<file path="src/rtl/emps_pkg.sv">
// shared constants, register map and types of the ethernet port signal block
package emps_pkg;

   // ---------------------------------------------------------------
   // clocking
   // ---------------------------------------------------------------
   localparam int CLK_HZ = 50_000_000;
   localparam int MDC_MAX_HZ = 2_500_000;
   localparam int MDC_DIV = (CLK_HZ + MDC_MAX_HZ - 1) / MDC_MAX_HZ;
   localparam logic [4:0] MDC_HALF = 5'((MDC_DIV + 1) / 2);
   localparam int RATE_10_HZ = 2_500_000;
   localparam int RATE_100_HZ = 25_000_000;
   localparam int RATE_1000_HZ = 125_000_000;
   localparam int HALF_10_I = CLK_HZ / (2 * RATE_10_HZ);
   localparam int HALF_100_I = CLK_HZ / (2 * RATE_100_HZ);
   localparam int HALF_1000_I = CLK_HZ / (2 * RATE_1000_HZ);
   localparam logic [7:0] HALF_10 = 8'((HALF_10_I < 1) ? 1 : HALF_10_I);
   localparam logic [7:0] HALF_100 = 8'((HALF_100_I < 1) ? 1 : HALF_100_I);
   localparam logic [7:0] HALF_1000 = 8'((HALF_1000_I < 1) ? 1 : HALF_1000_I);

   // ---------------------------------------------------------------
   // ports and register map
   // ---------------------------------------------------------------
   localparam int PORTS = 2;
   localparam logic [3:0] REG_CONFIG = 4'h0;
   localparam logic [3:0] REG_STATUS = 4'h4;
   localparam logic [3:0] REG_MDIO_CMD = 4'h8;
   localparam logic [3:0] REG_MDIO_STAT = 4'hC;
   localparam int CFG_SPEED_LSB = 0;
   localparam int CFG_FULL_DUPLEX = 2;
   localparam logic [2:0] CFG_RESET = 3'h0;
   localparam int STS_CARRIER_LSB = 0;
   localparam int STS_COLL_LSB = 8;
   localparam int STS_ECC_LSB = 16;
   localparam int CMD_DATA_LSB = 0;
   localparam int CMD_REG_LSB = 16;
   localparam int CMD_PHY_LSB = 21;
   localparam int CMD_READ = 26;
   localparam int CMD_START = 31;
   localparam int MST_BUSY = 16;

   typedef enum logic [1:0] {
      EMPS_SPD_10 = 2'b00,
      EMPS_SPD_100 = 2'b01,
      EMPS_SPD_1000 = 2'b10
   } emps_speed_t;

   // ---------------------------------------------------------------
   // ecc codes, receive error vector, framing
   // ---------------------------------------------------------------
   localparam logic [1:0] ECC_NONE = 2'b00;
   localparam logic [1:0] ECC_INVALID = 2'b01;
   localparam int ERR_COLLISION = 4;
   localparam int ERR_PHY = 3;
   localparam int ERR_TRUNC = 2;
   localparam logic [7:0] SFD_BYTE = 8'hD5;

   // ---------------------------------------------------------------
   // management frame
   // ---------------------------------------------------------------
   localparam logic [6:0] MDIO_LAST_BIT = 7'h3F;
   localparam logic [6:0] MDIO_RELEASE_AT = 7'h2E;
   localparam logic [6:0] MDIO_DATA_AT = 7'h30;
   localparam logic [31:0] MDIO_PREAMBLE = 32'hFFFFFFFF;
   localparam logic [1:0] MDIO_ST = 2'b01;
   localparam logic [1:0] MDIO_OP_READ = 2'b10;
   localparam logic [1:0] MDIO_OP_WRITE = 2'b01;
   localparam logic [1:0] MDIO_TA_WRITE = 2'b10;

   typedef enum logic [1:0] {
      EMPS_MD_IDLE = 2'b00,
      EMPS_MD_LOW = 2'b01,
      EMPS_MD_HIGH = 2'b10
   } emps_md_state_t;

   typedef struct packed {
      logic inFrame;
      logic sfdSeen;
      logic first;
      logic dropping;
      logic hiNib;
      logic [3:0] nibLo;
      logic pend;
      logic [7:0] pendByte;
      logic pendSop;
      logic [4:0] err;
      logic outValid;
      logic [7:0] outData;
      logic outSop;
      logic outEop;
      logic [4:0] outErr;
   } emps_rx_t;

endpackage : emps_pkg

</file>
<file path="src/rtl/emps_mdio_if.sv">
// command carrier between register logic and the management engine
`timescale 1ns/1ns
interface emps_mdio_if;
   logic start;
   logic isRead;
   logic [4:0] phyAddr;
   logic [4:0] regAddr;
   logic [15:0] wrData;
   logic busy;
   logic [15:0] rdData;
   modport host (output start, isRead, phyAddr, regAddr, wrData, input busy, rdData);
   modport engine (input start, isRead, phyAddr, regAddr, wrData, output busy, rdData);
endinterface : emps_mdio_if

</file>
<file path="src/rtl/emps_mdio_shift.sv">
// management frame serialiser with divided management clock
`timescale 1ns/1ns
module emps_mdio_shift (
   input wire logic clk,
   input wire logic reset,
   emps_mdio_if.engine cmd,
   output logic mdc,
   output logic mdioOut,
   output logic mdioOen,
   input wire logic mdioIn
);
   import emps_pkg::*;

   emps_md_state_t state_q, state_d;
   logic [4:0] cnt_q, cnt_d;
   logic [6:0] bitIdx_q, bitIdx_d;
   logic [63:0] shift_q, shift_d;
   logic isRead_q, isRead_d;
   logic [15:0] rd_q, rd_d;
   logic mdc_q, mdc_d;
   logic out_q, out_d;
   logic oen_q, oen_d;
   logic inS1_q, inS2_q;

   // ---------------------------------------------------------------
   // next state
   // ---------------------------------------------------------------
   always_comb begin
      state_d = state_q;
      cnt_d = cnt_q;
      bitIdx_d = bitIdx_q;
      shift_d = shift_q;
      isRead_d = isRead_q;
      rd_d = rd_q;
      mdc_d = mdc_q;
      out_d = out_q;
      oen_d = oen_q;
      case (state_q)
         EMPS_MD_IDLE: begin
            if (cmd.start) begin
               isRead_d = cmd.isRead;
               shift_d = {MDIO_PREAMBLE, MDIO_ST, cmd.isRead ? MDIO_OP_READ : MDIO_OP_WRITE,
                          cmd.phyAddr, cmd.regAddr,
                          cmd.isRead ? 18'h3FFFF : {MDIO_TA_WRITE, cmd.wrData}};
               bitIdx_d = 7'h00;
               cnt_d = 5'h00;
               state_d = EMPS_MD_LOW;
               mdc_d = 1'b0;
               out_d = shift_d[63];
               oen_d = 1'b0;
            end
         end
         EMPS_MD_LOW: begin
            cnt_d = cnt_q + 5'h01;
            if (cnt_q == MDC_HALF - 5'h01) begin
               cnt_d = 5'h00;
               mdc_d = 1'b1;
               state_d = EMPS_MD_HIGH;
               if (isRead_q && bitIdx_q >= MDIO_DATA_AT) begin
                  rd_d = {rd_q[14:0], inS2_q};
               end
            end
         end
         EMPS_MD_HIGH: begin
            cnt_d = cnt_q + 5'h01;
            if (cnt_q == MDC_HALF - 5'h01) begin
               cnt_d = 5'h00;
               mdc_d = 1'b0;
               if (bitIdx_q == MDIO_LAST_BIT) begin
                  state_d = EMPS_MD_IDLE;
                  oen_d = 1'b1;
                  out_d = 1'b1;
               end else begin
                  bitIdx_d = bitIdx_q + 7'h01;
                  shift_d = {shift_q[62:0], 1'b0};
                  out_d = shift_q[62];
                  oen_d = isRead_q && (bitIdx_d >= MDIO_RELEASE_AT);
                  state_d = EMPS_MD_LOW;
               end
            end
         end
         default: begin
            state_d = EMPS_MD_IDLE;
         end
      endcase
   end

   // ---------------------------------------------------------------
   // registers
   // ---------------------------------------------------------------
   always_ff @(posedge clk) begin
      inS1_q <= mdioIn;
      inS2_q <= inS1_q;
      if (reset) begin
         state_q <= EMPS_MD_IDLE;
         cnt_q <= 5'h00;
         bitIdx_q <= 7'h00;
         shift_q <= 64'h0000000000000000;
         isRead_q <= 1'b0;
         rd_q <= 16'h0000;
         mdc_q <= 1'b0;
         out_q <= 1'b1;
         oen_q <= 1'b1;
      end else begin
         state_q <= state_d;
         cnt_q <= cnt_d;
         bitIdx_q <= bitIdx_d;
         shift_q <= shift_d;
         isRead_q <= isRead_d;
         rd_q <= rd_d;
         mdc_q <= mdc_d;
         out_q <= out_d;
         oen_q <= oen_d;
      end
   end

   assign cmd.busy = (state_q != EMPS_MD_IDLE);
   assign cmd.rdData = rd_q;
   assign mdc = mdc_q;
   assign mdioOut = out_q;
   assign mdioOen = oen_q;

endmodule : emps_mdio_shift

</file>
<file path="src/rtl/emps_top.sv">
// ethernet port signal block: mii status, receive stream, management port, ecc status
// How it works
// - a receive error from the phy marks the frame in progress as errored
// - collision input counts only at half duplex below gigabit
// - carrier sense shows line activity, ignored at full duplex or gigabit
// - management data enable is active low; high releases the pin for input
// - management clock is the bus clock divided so it stays at or under 2.5 MHz
// - one management bit moves per falling management clock edge
// - every management field goes most significant bit first
// - ecc status codes 11 uncorrectable, 10 corrected, 00 none, 01 never shown
// - ecc status passes a two stage synchroniser before output
// - each port gets a receive clock set by link speed
// - each port gets a transmit clock set by link speed
// - receive valid only when data, start, end and error are meaningful
// - start flag rides the valid cycle of the first frame byte
// - end flag rides the valid cycle of the last frame byte
// - not ready never stalls: frame dropped or truncated with error
// - error vector is driven with the final byte of the frame
// - error bits 4..2 follow collision, phy error, truncation order
`timescale 1ns/1ns
module emps_top (
   input wire logic clk,
   input wire logic reset,
   input wire logic [3:0] address,
   input wire logic read,
   input wire logic write,
   input wire logic [31:0] writedata,
   output logic [31:0] readdata,
   output logic waitrequest,
   input wire logic [emps_pkg::PORTS-1:0][3:0] miiRxData,
   input wire logic [emps_pkg::PORTS-1:0] miiRxDv,
   input wire logic [emps_pkg::PORTS-1:0] miiRxErr,
   input wire logic [emps_pkg::PORTS-1:0] miiCol,
   input wire logic [emps_pkg::PORTS-1:0] miiCrs,
   output logic mdc,
   output logic mdioOut,
   output logic mdioOen,
   input wire logic mdioIn,
   input wire logic [1:0] eccRaw,
   output logic [1:0] eccStatus,
   output logic [emps_pkg::PORTS-1:0] macRxClk,
   output logic [emps_pkg::PORTS-1:0] macTxClk,
   output logic [emps_pkg::PORTS-1:0] rxValid,
   output logic [emps_pkg::PORTS-1:0][7:0] rxData,
   output logic [emps_pkg::PORTS-1:0] rxSop,
   output logic [emps_pkg::PORTS-1:0] rxEop,
   output logic [emps_pkg::PORTS-1:0][4:0] rxError,
   input wire logic [emps_pkg::PORTS-1:0] rxReady
);
   import emps_pkg::*;

   emps_mdio_if mdioCmd ();

   logic ack_q, ack_d;
   logic [31:0] rdata_q, rdata_d;
   logic [2:0] cfg_q, cfg_d;
   logic [1:0] eccS1_q, eccS2_q, ecc_q, ecc_d;
   logic [7:0] div_q, div_d;
   logic pclk_q, pclk_d;
   logic tick;
   logic [7:0] half;
   logic fullDup, gig;
   logic [PORTS-1:0] carrier, collision;
   logic busWrite;

   assign fullDup = cfg_q[CFG_FULL_DUPLEX];
   assign gig = (cfg_q[CFG_SPEED_LSB +: 2] == EMPS_SPD_1000);

   // ---------------------------------------------------------------
   // register bus slave
   // ---------------------------------------------------------------
   assign waitrequest = (read || write) && !ack_q;
   assign busWrite = write && ack_q;

   always_comb begin
      ack_d = (read || write) && !ack_q;
      rdata_d = rdata_q;
      cfg_d = cfg_q;
      if (read && !ack_q) begin
         rdata_d = 32'h00000000;
         case (address)
            REG_CONFIG: rdata_d[2:0] = cfg_q;
            REG_STATUS: begin
               rdata_d[STS_CARRIER_LSB +: PORTS] = carrier;
               rdata_d[STS_COLL_LSB +: PORTS] = collision;
               rdata_d[STS_ECC_LSB +: 2] = ecc_q;
            end
            REG_MDIO_STAT: begin
               rdata_d[15:0] = mdioCmd.rdData;
               rdata_d[MST_BUSY] = mdioCmd.busy;
            end
            default: rdata_d = 32'h00000000;
         endcase
      end
      if (busWrite && address == REG_CONFIG) begin
         cfg_d = writedata[2:0];
      end
   end

   assign mdioCmd.start = busWrite && (address == REG_MDIO_CMD) && writedata[CMD_START] && !mdioCmd.busy;
   assign mdioCmd.isRead = writedata[CMD_READ];
   assign mdioCmd.phyAddr = writedata[CMD_PHY_LSB +: 5];
   assign mdioCmd.regAddr = writedata[CMD_REG_LSB +: 5];
   assign mdioCmd.wrData = writedata[CMD_DATA_LSB +: 16];

   always_ff @(posedge clk) begin
      if (reset) begin
         ack_q <= 1'b0;
         rdata_q <= 32'h00000000;
         cfg_q <= CFG_RESET;
      end else begin
         ack_q <= ack_d;
         rdata_q <= rdata_d;
         cfg_q <= cfg_d;
      end
   end

   assign readdata = rdata_q;

   // ---------------------------------------------------------------
   // management engine
   // ---------------------------------------------------------------
   emps_mdio_shift mdioEngine (
      .clk(clk),
      .reset(reset),
      .cmd(mdioCmd.engine),
      .mdc(mdc),
      .mdioOut(mdioOut),
      .mdioOen(mdioOen),
      .mdioIn(mdioIn)
   );

   // ---------------------------------------------------------------
   // ecc status
   // ---------------------------------------------------------------
   always_comb begin
      ecc_d = (eccS2_q == ECC_INVALID) ? ECC_NONE : eccS2_q;
   end

   always_ff @(posedge clk) begin
      if (reset) begin
         eccS1_q <= ECC_NONE;
         eccS2_q <= ECC_NONE;
         ecc_q <= ECC_NONE;
      end else begin
         eccS1_q <= eccRaw;
         eccS2_q <= eccS1_q;
         ecc_q <= ecc_d;
      end
   end

   assign eccStatus = ecc_q;

   // ---------------------------------------------------------------
   // port clock divider
   // ---------------------------------------------------------------
   always_comb begin
      case (cfg_q[CFG_SPEED_LSB +: 2])
         EMPS_SPD_100: half = HALF_100;
         EMPS_SPD_1000: half = HALF_1000;
         default: half = HALF_10;
      endcase
      div_d = div_q + 8'h01;
      pclk_d = pclk_q;
      tick = 1'b0;
      if (div_q >= half - 8'h01) begin
         div_d = 8'h00;
         pclk_d = !pclk_q;
         tick = !pclk_q;
      end
   end

   always_ff @(posedge clk) begin
      if (reset) begin
         div_q <= 8'h00;
         pclk_q <= 1'b0;
      end else begin
         div_q <= div_d;
         pclk_q <= pclk_d;
      end
   end

   // ---------------------------------------------------------------
   // per port mii status and receive stream
   // ---------------------------------------------------------------
   for (genvar p = 0; p < PORTS; p++) begin : gPort
      emps_rx_t r_q, r_d;
      logic [7:0] syncS1_q, syncS2_q;
      logic rxDv, rxEr, rxCol, rxCrs;
      logic [3:0] rxNib;

      always_ff @(posedge clk) begin
         syncS1_q <= {miiRxDv[p], miiRxErr[p], miiCol[p], miiCrs[p], miiRxData[p]};
         syncS2_q <= syncS1_q;
      end
      assign {rxDv, rxEr, rxCol, rxCrs, rxNib} = syncS2_q;

      assign carrier[p] = rxCrs && !fullDup && !gig;
      assign collision[p] = rxCol && !fullDup && !gig;
      assign macRxClk[p] = pclk_q;
      assign macTxClk[p] = pclk_q;

      always_comb begin
         logic emit;
         logic [7:0] eByte;
         logic eSop;
         logic eEop;
         logic [7:0] asm;
         emit = 1'b0;
         eByte = 8'h00;
         eSop = 1'b0;
         eEop = 1'b0;
         asm = {rxNib, r_q.nibLo};
         r_d = r_q;
         if (tick) begin
            r_d.outValid = 1'b0;
            r_d.outSop = 1'b0;
            r_d.outEop = 1'b0;
            r_d.outErr = 5'h00;
            if (rxDv) begin
               if (!r_q.inFrame) begin
                  r_d.inFrame = 1'b1;
                  r_d.sfdSeen = 1'b0;
                  r_d.first = 1'b1;
                  r_d.dropping = 1'b0;
                  r_d.hiNib = 1'b0;
                  r_d.pend = 1'b0;
                  r_d.err = 5'h00;
               end
               r_d.err[ERR_PHY] = r_d.err[ERR_PHY] | rxEr;
               r_d.err[ERR_COLLISION] = r_d.err[ERR_COLLISION] | collision[p];
               if (!r_d.hiNib) begin
                  r_d.nibLo = rxNib;
                  r_d.hiNib = 1'b1;
               end else begin
                  r_d.hiNib = 1'b0;
                  if (!r_q.sfdSeen) begin
                     r_d.sfdSeen = (asm == SFD_BYTE);
                  end else begin
                     emit = r_q.pend;
                     eByte = r_q.pendByte;
                     eSop = r_q.pendSop;
                     r_d.pend = 1'b1;
                     r_d.pendByte = asm;
                     r_d.pendSop = r_q.first;
                     r_d.first = 1'b0;
                  end
               end
            end else if (r_q.inFrame) begin
               r_d.inFrame = 1'b0;
               r_d.pend = 1'b0;
               emit = r_q.pend;
               eByte = r_q.pendByte;
               eSop = r_q.pendSop;
               eEop = 1'b1;
            end
            if (emit && !r_q.dropping) begin
               if (!rxReady[p] && eSop) begin
                  r_d.dropping = 1'b1;
               end else begin
                  r_d.outValid = 1'b1;
                  r_d.outData = eByte;
                  r_d.outSop = eSop;
                  r_d.outEop = eEop || !rxReady[p];
                  if (eEop || !rxReady[p]) begin
                     r_d.outErr = r_d.err;
                     r_d.outErr[ERR_TRUNC] = !rxReady[p] && !eEop;
                     r_d.dropping = !eEop;
                  end
               end
            end
         end
      end

      always_ff @(posedge clk) begin
         if (reset) begin
            r_q <= '0;
         end else begin
            r_q <= r_d;
         end
      end

      assign rxValid[p] = r_q.outValid;
      assign rxData[p] = r_q.outData;
      assign rxSop[p] = r_q.outSop;
      assign rxEop[p] = r_q.outEop;
      assign rxError[p] = r_q.outErr;
   end

endmodule : emps_top

</file>
<file path="config.mk">
export PLATFORM = sky130hd
export DESIGN_NAME = emps_top
export DESIGN_NICKNAME = d
export VERILOG_FILES = /design/src/rtl/emps_pkg.sv /design/src/rtl/emps_mdio_if.sv /design/src/rtl/emps_mdio_shift.sv /design/src/rtl/emps_top.sv
export SDC_FILE = /design/constraint.sdc
export NUM_CORES = 1
export LEC_CHECK = 0
export ABC_AREA = 0
export BUFFER_PORTS_ARGS = -buffer_cell sky130_fd_sc_hd__buf_2
export CAP_MARGIN = 20
export CELL_PAD_IN_SITES_DETAIL_PLACEMENT = 1
export CELL_PAD_IN_SITES_GLOBAL_PLACEMENT = 1
export CORE_MARGIN = 3
export CORE_UTILIZATION = 40
export CTS_CLUSTER_SIZE = 30
export DETAILED_ROUTE_END_ITERATION = 16
export PLACE_DENSITY_LB_ADDON = 0.1
export SLEW_MARGIN = 20
export SYNTH_ARGS = -nofsm -noshare
export SYNTH_HDL_FRONTEND = slang
export SYNTH_SLANG_ARGS = --single-unit
</file>
<file path="constraint.sdc">
create_clock -name clk -period 5.87 [get_ports clk]
set_input_delay 0.8805 -clock clk [delete_from_list [all_inputs] [get_ports clk]]
set_output_delay 0.8805 -clock clk [all_outputs]
set_load 0.01 [all_outputs]
</file>
==> impl_results.rst <==
.. list-table::
   :header-rows: 1

   * - Metric
     - Value
   * - Uppermost layer routed
     - met4
   * - Fraction of final layout cells with drive strength greater than 1
     - around 17%
   * - Number of setup buffers added after CTS
     - 0
   * - Antenna violation net count after detailed routing
     - 0
   * - First DRT Iteration DRCs
     - approximately 310
   * - Kind of capture point of the worst setup path
     - flop
   * - Number of synthesized flops with an enable pin
     - 0
   * - Peak supply drop
     - approximately 0.24 mV
   * - Critical path class
     - flop to flop
   * - Clock input transition at the sequential cells of the worst setup and hold paths
     - around 0.060 ns
   * - Overall die width
     - 160.8 um
   * - Hold bufs inserted after CTS
     - 0
   * - Clock sink count
     - roughly 250
   * - Starting Density
     - 40.73%
   * - Floorplan die area
     - about 26000 sq um
   * - Layout-stage area growth over the synthesis result
     - 14.05%
   * - Crit path setup slack, layout
     - between 3 and 4 ns
   * - Startpoint of the worst hold path
     - gPort[1].syncS1_q[1]$_DFF_P_
   * - Required time of the worst setup path
     - about 6.3 ns
   * - TritonCTS clock tree
     - done
   * - Total non-filler cell area in the finished layout
     - between 10000 and 15000 sq um
   * - Count of state elements after synthesis
     - around 250
   * - Number of standard cells after synthesis
     - between 1000 and 1500
   * - Final Core Density
     - 46.45%
   * - Worst setup SP type
     - flop
   * - Number of H-tree branching levels
     - 1
   * - F_max
     - just under 400 MHz
   * - Syn avg cell area
     - around 9.2 sq um
   * - Routability-driven placement congestion ratio
     - approximately 0.74
   * - Maximum number of pins on one net before global-route repair
     - between 80 and 90
   * - Placement Setup Slack
     - 2.754 ns
   * - Startpoint of the most critical setup path
     - cfg_q[0]$_SDFFE_PP0P_
   * - Period utilisation layout
     - roughly 44%
   * - Met2 routed WL
     - slightly above 10000 um
   * - Endpoints failing hold
     - 0
   * - Final min period
     - around 2.6 ns
   * - Static leakage power
     - 4.254 nW
   * - Net count, final
     - between 1000 and 1500
   * - First-pass GRT wire length
     - between 30000 and 40000 um
   * - GRT Overall Usage
     - ~17%
   * - Dpl cell area
     - roughly 10000 sq um
   * - Y dimension of the die
     - 160.8 um
   * - Ports placed on the boundary
     - approximately 140
   * - Overflow after GRT
     - 0
   * - Number of fillers in the final layout
     - roughly 2800
   * - Syn. warnings
     - 0
   * - Number of vias per cell after detailed routing
     - between 5 and 6
   * - Core Region
     - approximately 24000 sq um
   * - Total number of vias
     - about 7200
   * - Routed wire per std cell
     - around 16 um
   * - Routed wl met3
     - approximately 750 um
   * - Site row count
     - 56
   * - Final max-slew violation count
     - 0
   * - Power density normalized to cell area
     - 347.8 nW/um^2
   * - Cell area after synthesis
     - roughly 9600 sq um
   * - Number of buffers inserted during clock tree synthesis
     - 27
   * - Half-perimeter wire length of the detailed placement result
     - about 14000 um
   * - Number of gates given a new drive strength after cts
     - 0
   * - Maximum Capacitance Violations
     - 0
   * - Final routed DRC violation total
     - 0
   * - Number of antenna violations at the first check in global routing
     - 0
   * - Worst EP arrival
     - 3.00 ns
   * - Clock root buffer
     - clkbuf_16
   * - Clock latency on the worst-skew pair
     - between 0.5 and 0.6 ns
   * - Beginning of the worst register-to-register path
     - cfg_q[0]$_SDFFE_PP0P_
   * - Share of async-settable or async-resettable flops after synthesis
     - 0%
   * - Final total negative setup slack
     - 0 ns
   * - Crit Path Max Fanout
     - 23
   * - WL met1
     - ~11000 um
   * - Max clock buf depth
     - 3
   * - Via count of the first global-routing pass
     - 7338
   * - Layout Skew
     - roughly 0.01 ns
   * - Commonest non-fill, non-tap cells in the layout
     - dfxtp_1, nor2_1, buf_2
   * - Total of buffers placed on input and output ports
     - between 100 and 150
   * - Worst slew slack as a fraction of its limit
     - 33.36%
   * - Final count of negative-setup-slack endpoints
     - 0
   * - Actual transition at the worst max-transition pin
     - between 0.9 and 1 ns
   * - Status
     - finished clean
   * - Total inserted antenna cells
     - 0
   * - Detailed-routing iteration count for the pre-antenna-repair pass
     - 4
   * - Total length of routed wires
     - 22260 um
   * - Proportion of synthesized chip area in sequential cells
     - about half
   * - Class of the most critical hold timing path
     - flop to flop
   * - Commonest register cell after synthesis
     - dfxtp_1
   * - Most common cell after layout, fill and taps aside
     - dfxtp_1
   * - RSZ-0062 raised after global routing
     - no
   * - Distinct cells, synth
     - 64
-- logic make-up (layout without fill, tap and decap cells) --
kind of cell | after synthesis | in the layout | synth area share [%]
flip-flops | 246 | 246 | 51.36
buffers and inverters | 125 | 186 | 7.804
AND/OR/NAND/NOR | 419 | 419 | 20.24
other | 1 | 18 | 0.03911
adder cells (fa/ha/maj) | 12 | 12 | 1.566
AO/OA/AOI/OAI | 174 | 174 | 12.76
multiplexers | 57 | 57 | 5.951
XOR/XNOR | 3 | 3 | 0.2741
-- critical path, cell delays in order (launching register included) --
cell and delay (ns):
dfxtp_1 0.36, inv_1 0.06, ha_1 0.39, a31o_2 0.42, nor3_1 0.64, buf_4 0.31, mux2i_1 0.23, nor2_1 0.06
-- cell usage after synthesis (13+ instances only) --
library cell / instances / share of area [%]
nand2_1: 58 / 2.3
nor3_1: 56 / 2.9
mux2i_1: 57 / 6.0
buf_4: 52 / 4.1
nor2_1: 198 / 7.8
a22oi_1: 21 / 1.6
nor2b_1: 14 / 0.91
o21ai_0: 21 / 1.1
clkbuf_1: 31 / 1.2
dfxtp_1: 246 / 51
buf_2: 19 / 0.99
a21oi_1: 62 / 3.2
nand3_1: 29 / 1.5
nand2b_1: 13 / 0.85
-- path summary, 6_finish.rpt --
path | slack (ns) | end | cells past startpoint
setup / recovery | 3.27 | gPort[1].r_q[23]$_SDFFE_PP0P_ | 7
hold / removal | 0.33 | gPort[1].syncS2_q[1]$_DFF_P_ | 0
setup reg to reg | 3.27 | gPort[1].r_q[23]$_SDFFE_PP0P_ | 7
hold reg to reg | 0.33 | gPort[1].syncS2_q[1]$_DFF_P_ | 0
-- through the flow --
stage | instances | hold WS, ns | power, W
final | 1434 | 0.3259 | 0.003803
after global routing | 1434 | 0.3342 | 0.003983
after CTS | 1434 | 0.3275 | 0.003866
after detailed placement | 1384 | 0.3135 | 0.002096
after global placement | 1384 | 0.3111 | 0.002087
after floorplan | 1054 | 0.3096 | 0.002033
-- registers in the layout, summed over array words and instances (netlist names), 8 cells and up --
signal	count
div_q	8
readdata	18
gPort.syncS2_q	16
mdioEngine.cmd.rdData	16
rxError	10
gPort.$28.asm	8
rxData	16
gPort.r_q	38
gPort.syncS1_q	16
mdioEngine.shift_q	63
-- power breakdown --
part	switching (W)	total [W]	internal [W]
Combinational	0.000163	0.000260	0.0000970
Clock	0.000680	0.00175	0.00107
Sequential	0.0000459	0.00180	0.00175
Total	0.000889	0.00380	0.00291
-- area by class of cell --
cell class	count	area, sq um	share of cell area [%]
clock buffers	40	794.5	7.265
clock inverters	10	135.1	1.236
inverters	12	45.04	0.4119
multi-input cells	683	3990	36.49
flip-flops and latches	246	4925	45.03
well taps	319	399.1	3.650
repair buffers	124	646.9	5.915
-- layer usage --
| layer | global-route usage (%) | up-vias |
|---|---|---|
| met5 | 0 | - |
| met4 | 3.442 | 0 |
| met3 | 2.682 | 25 |
| met2 | 28.59 | 104 |
| met1 | 23.37 | 3493 |
| li1 | - | 3618 |
Note: power is estimated with default switching activity, not from simulation.
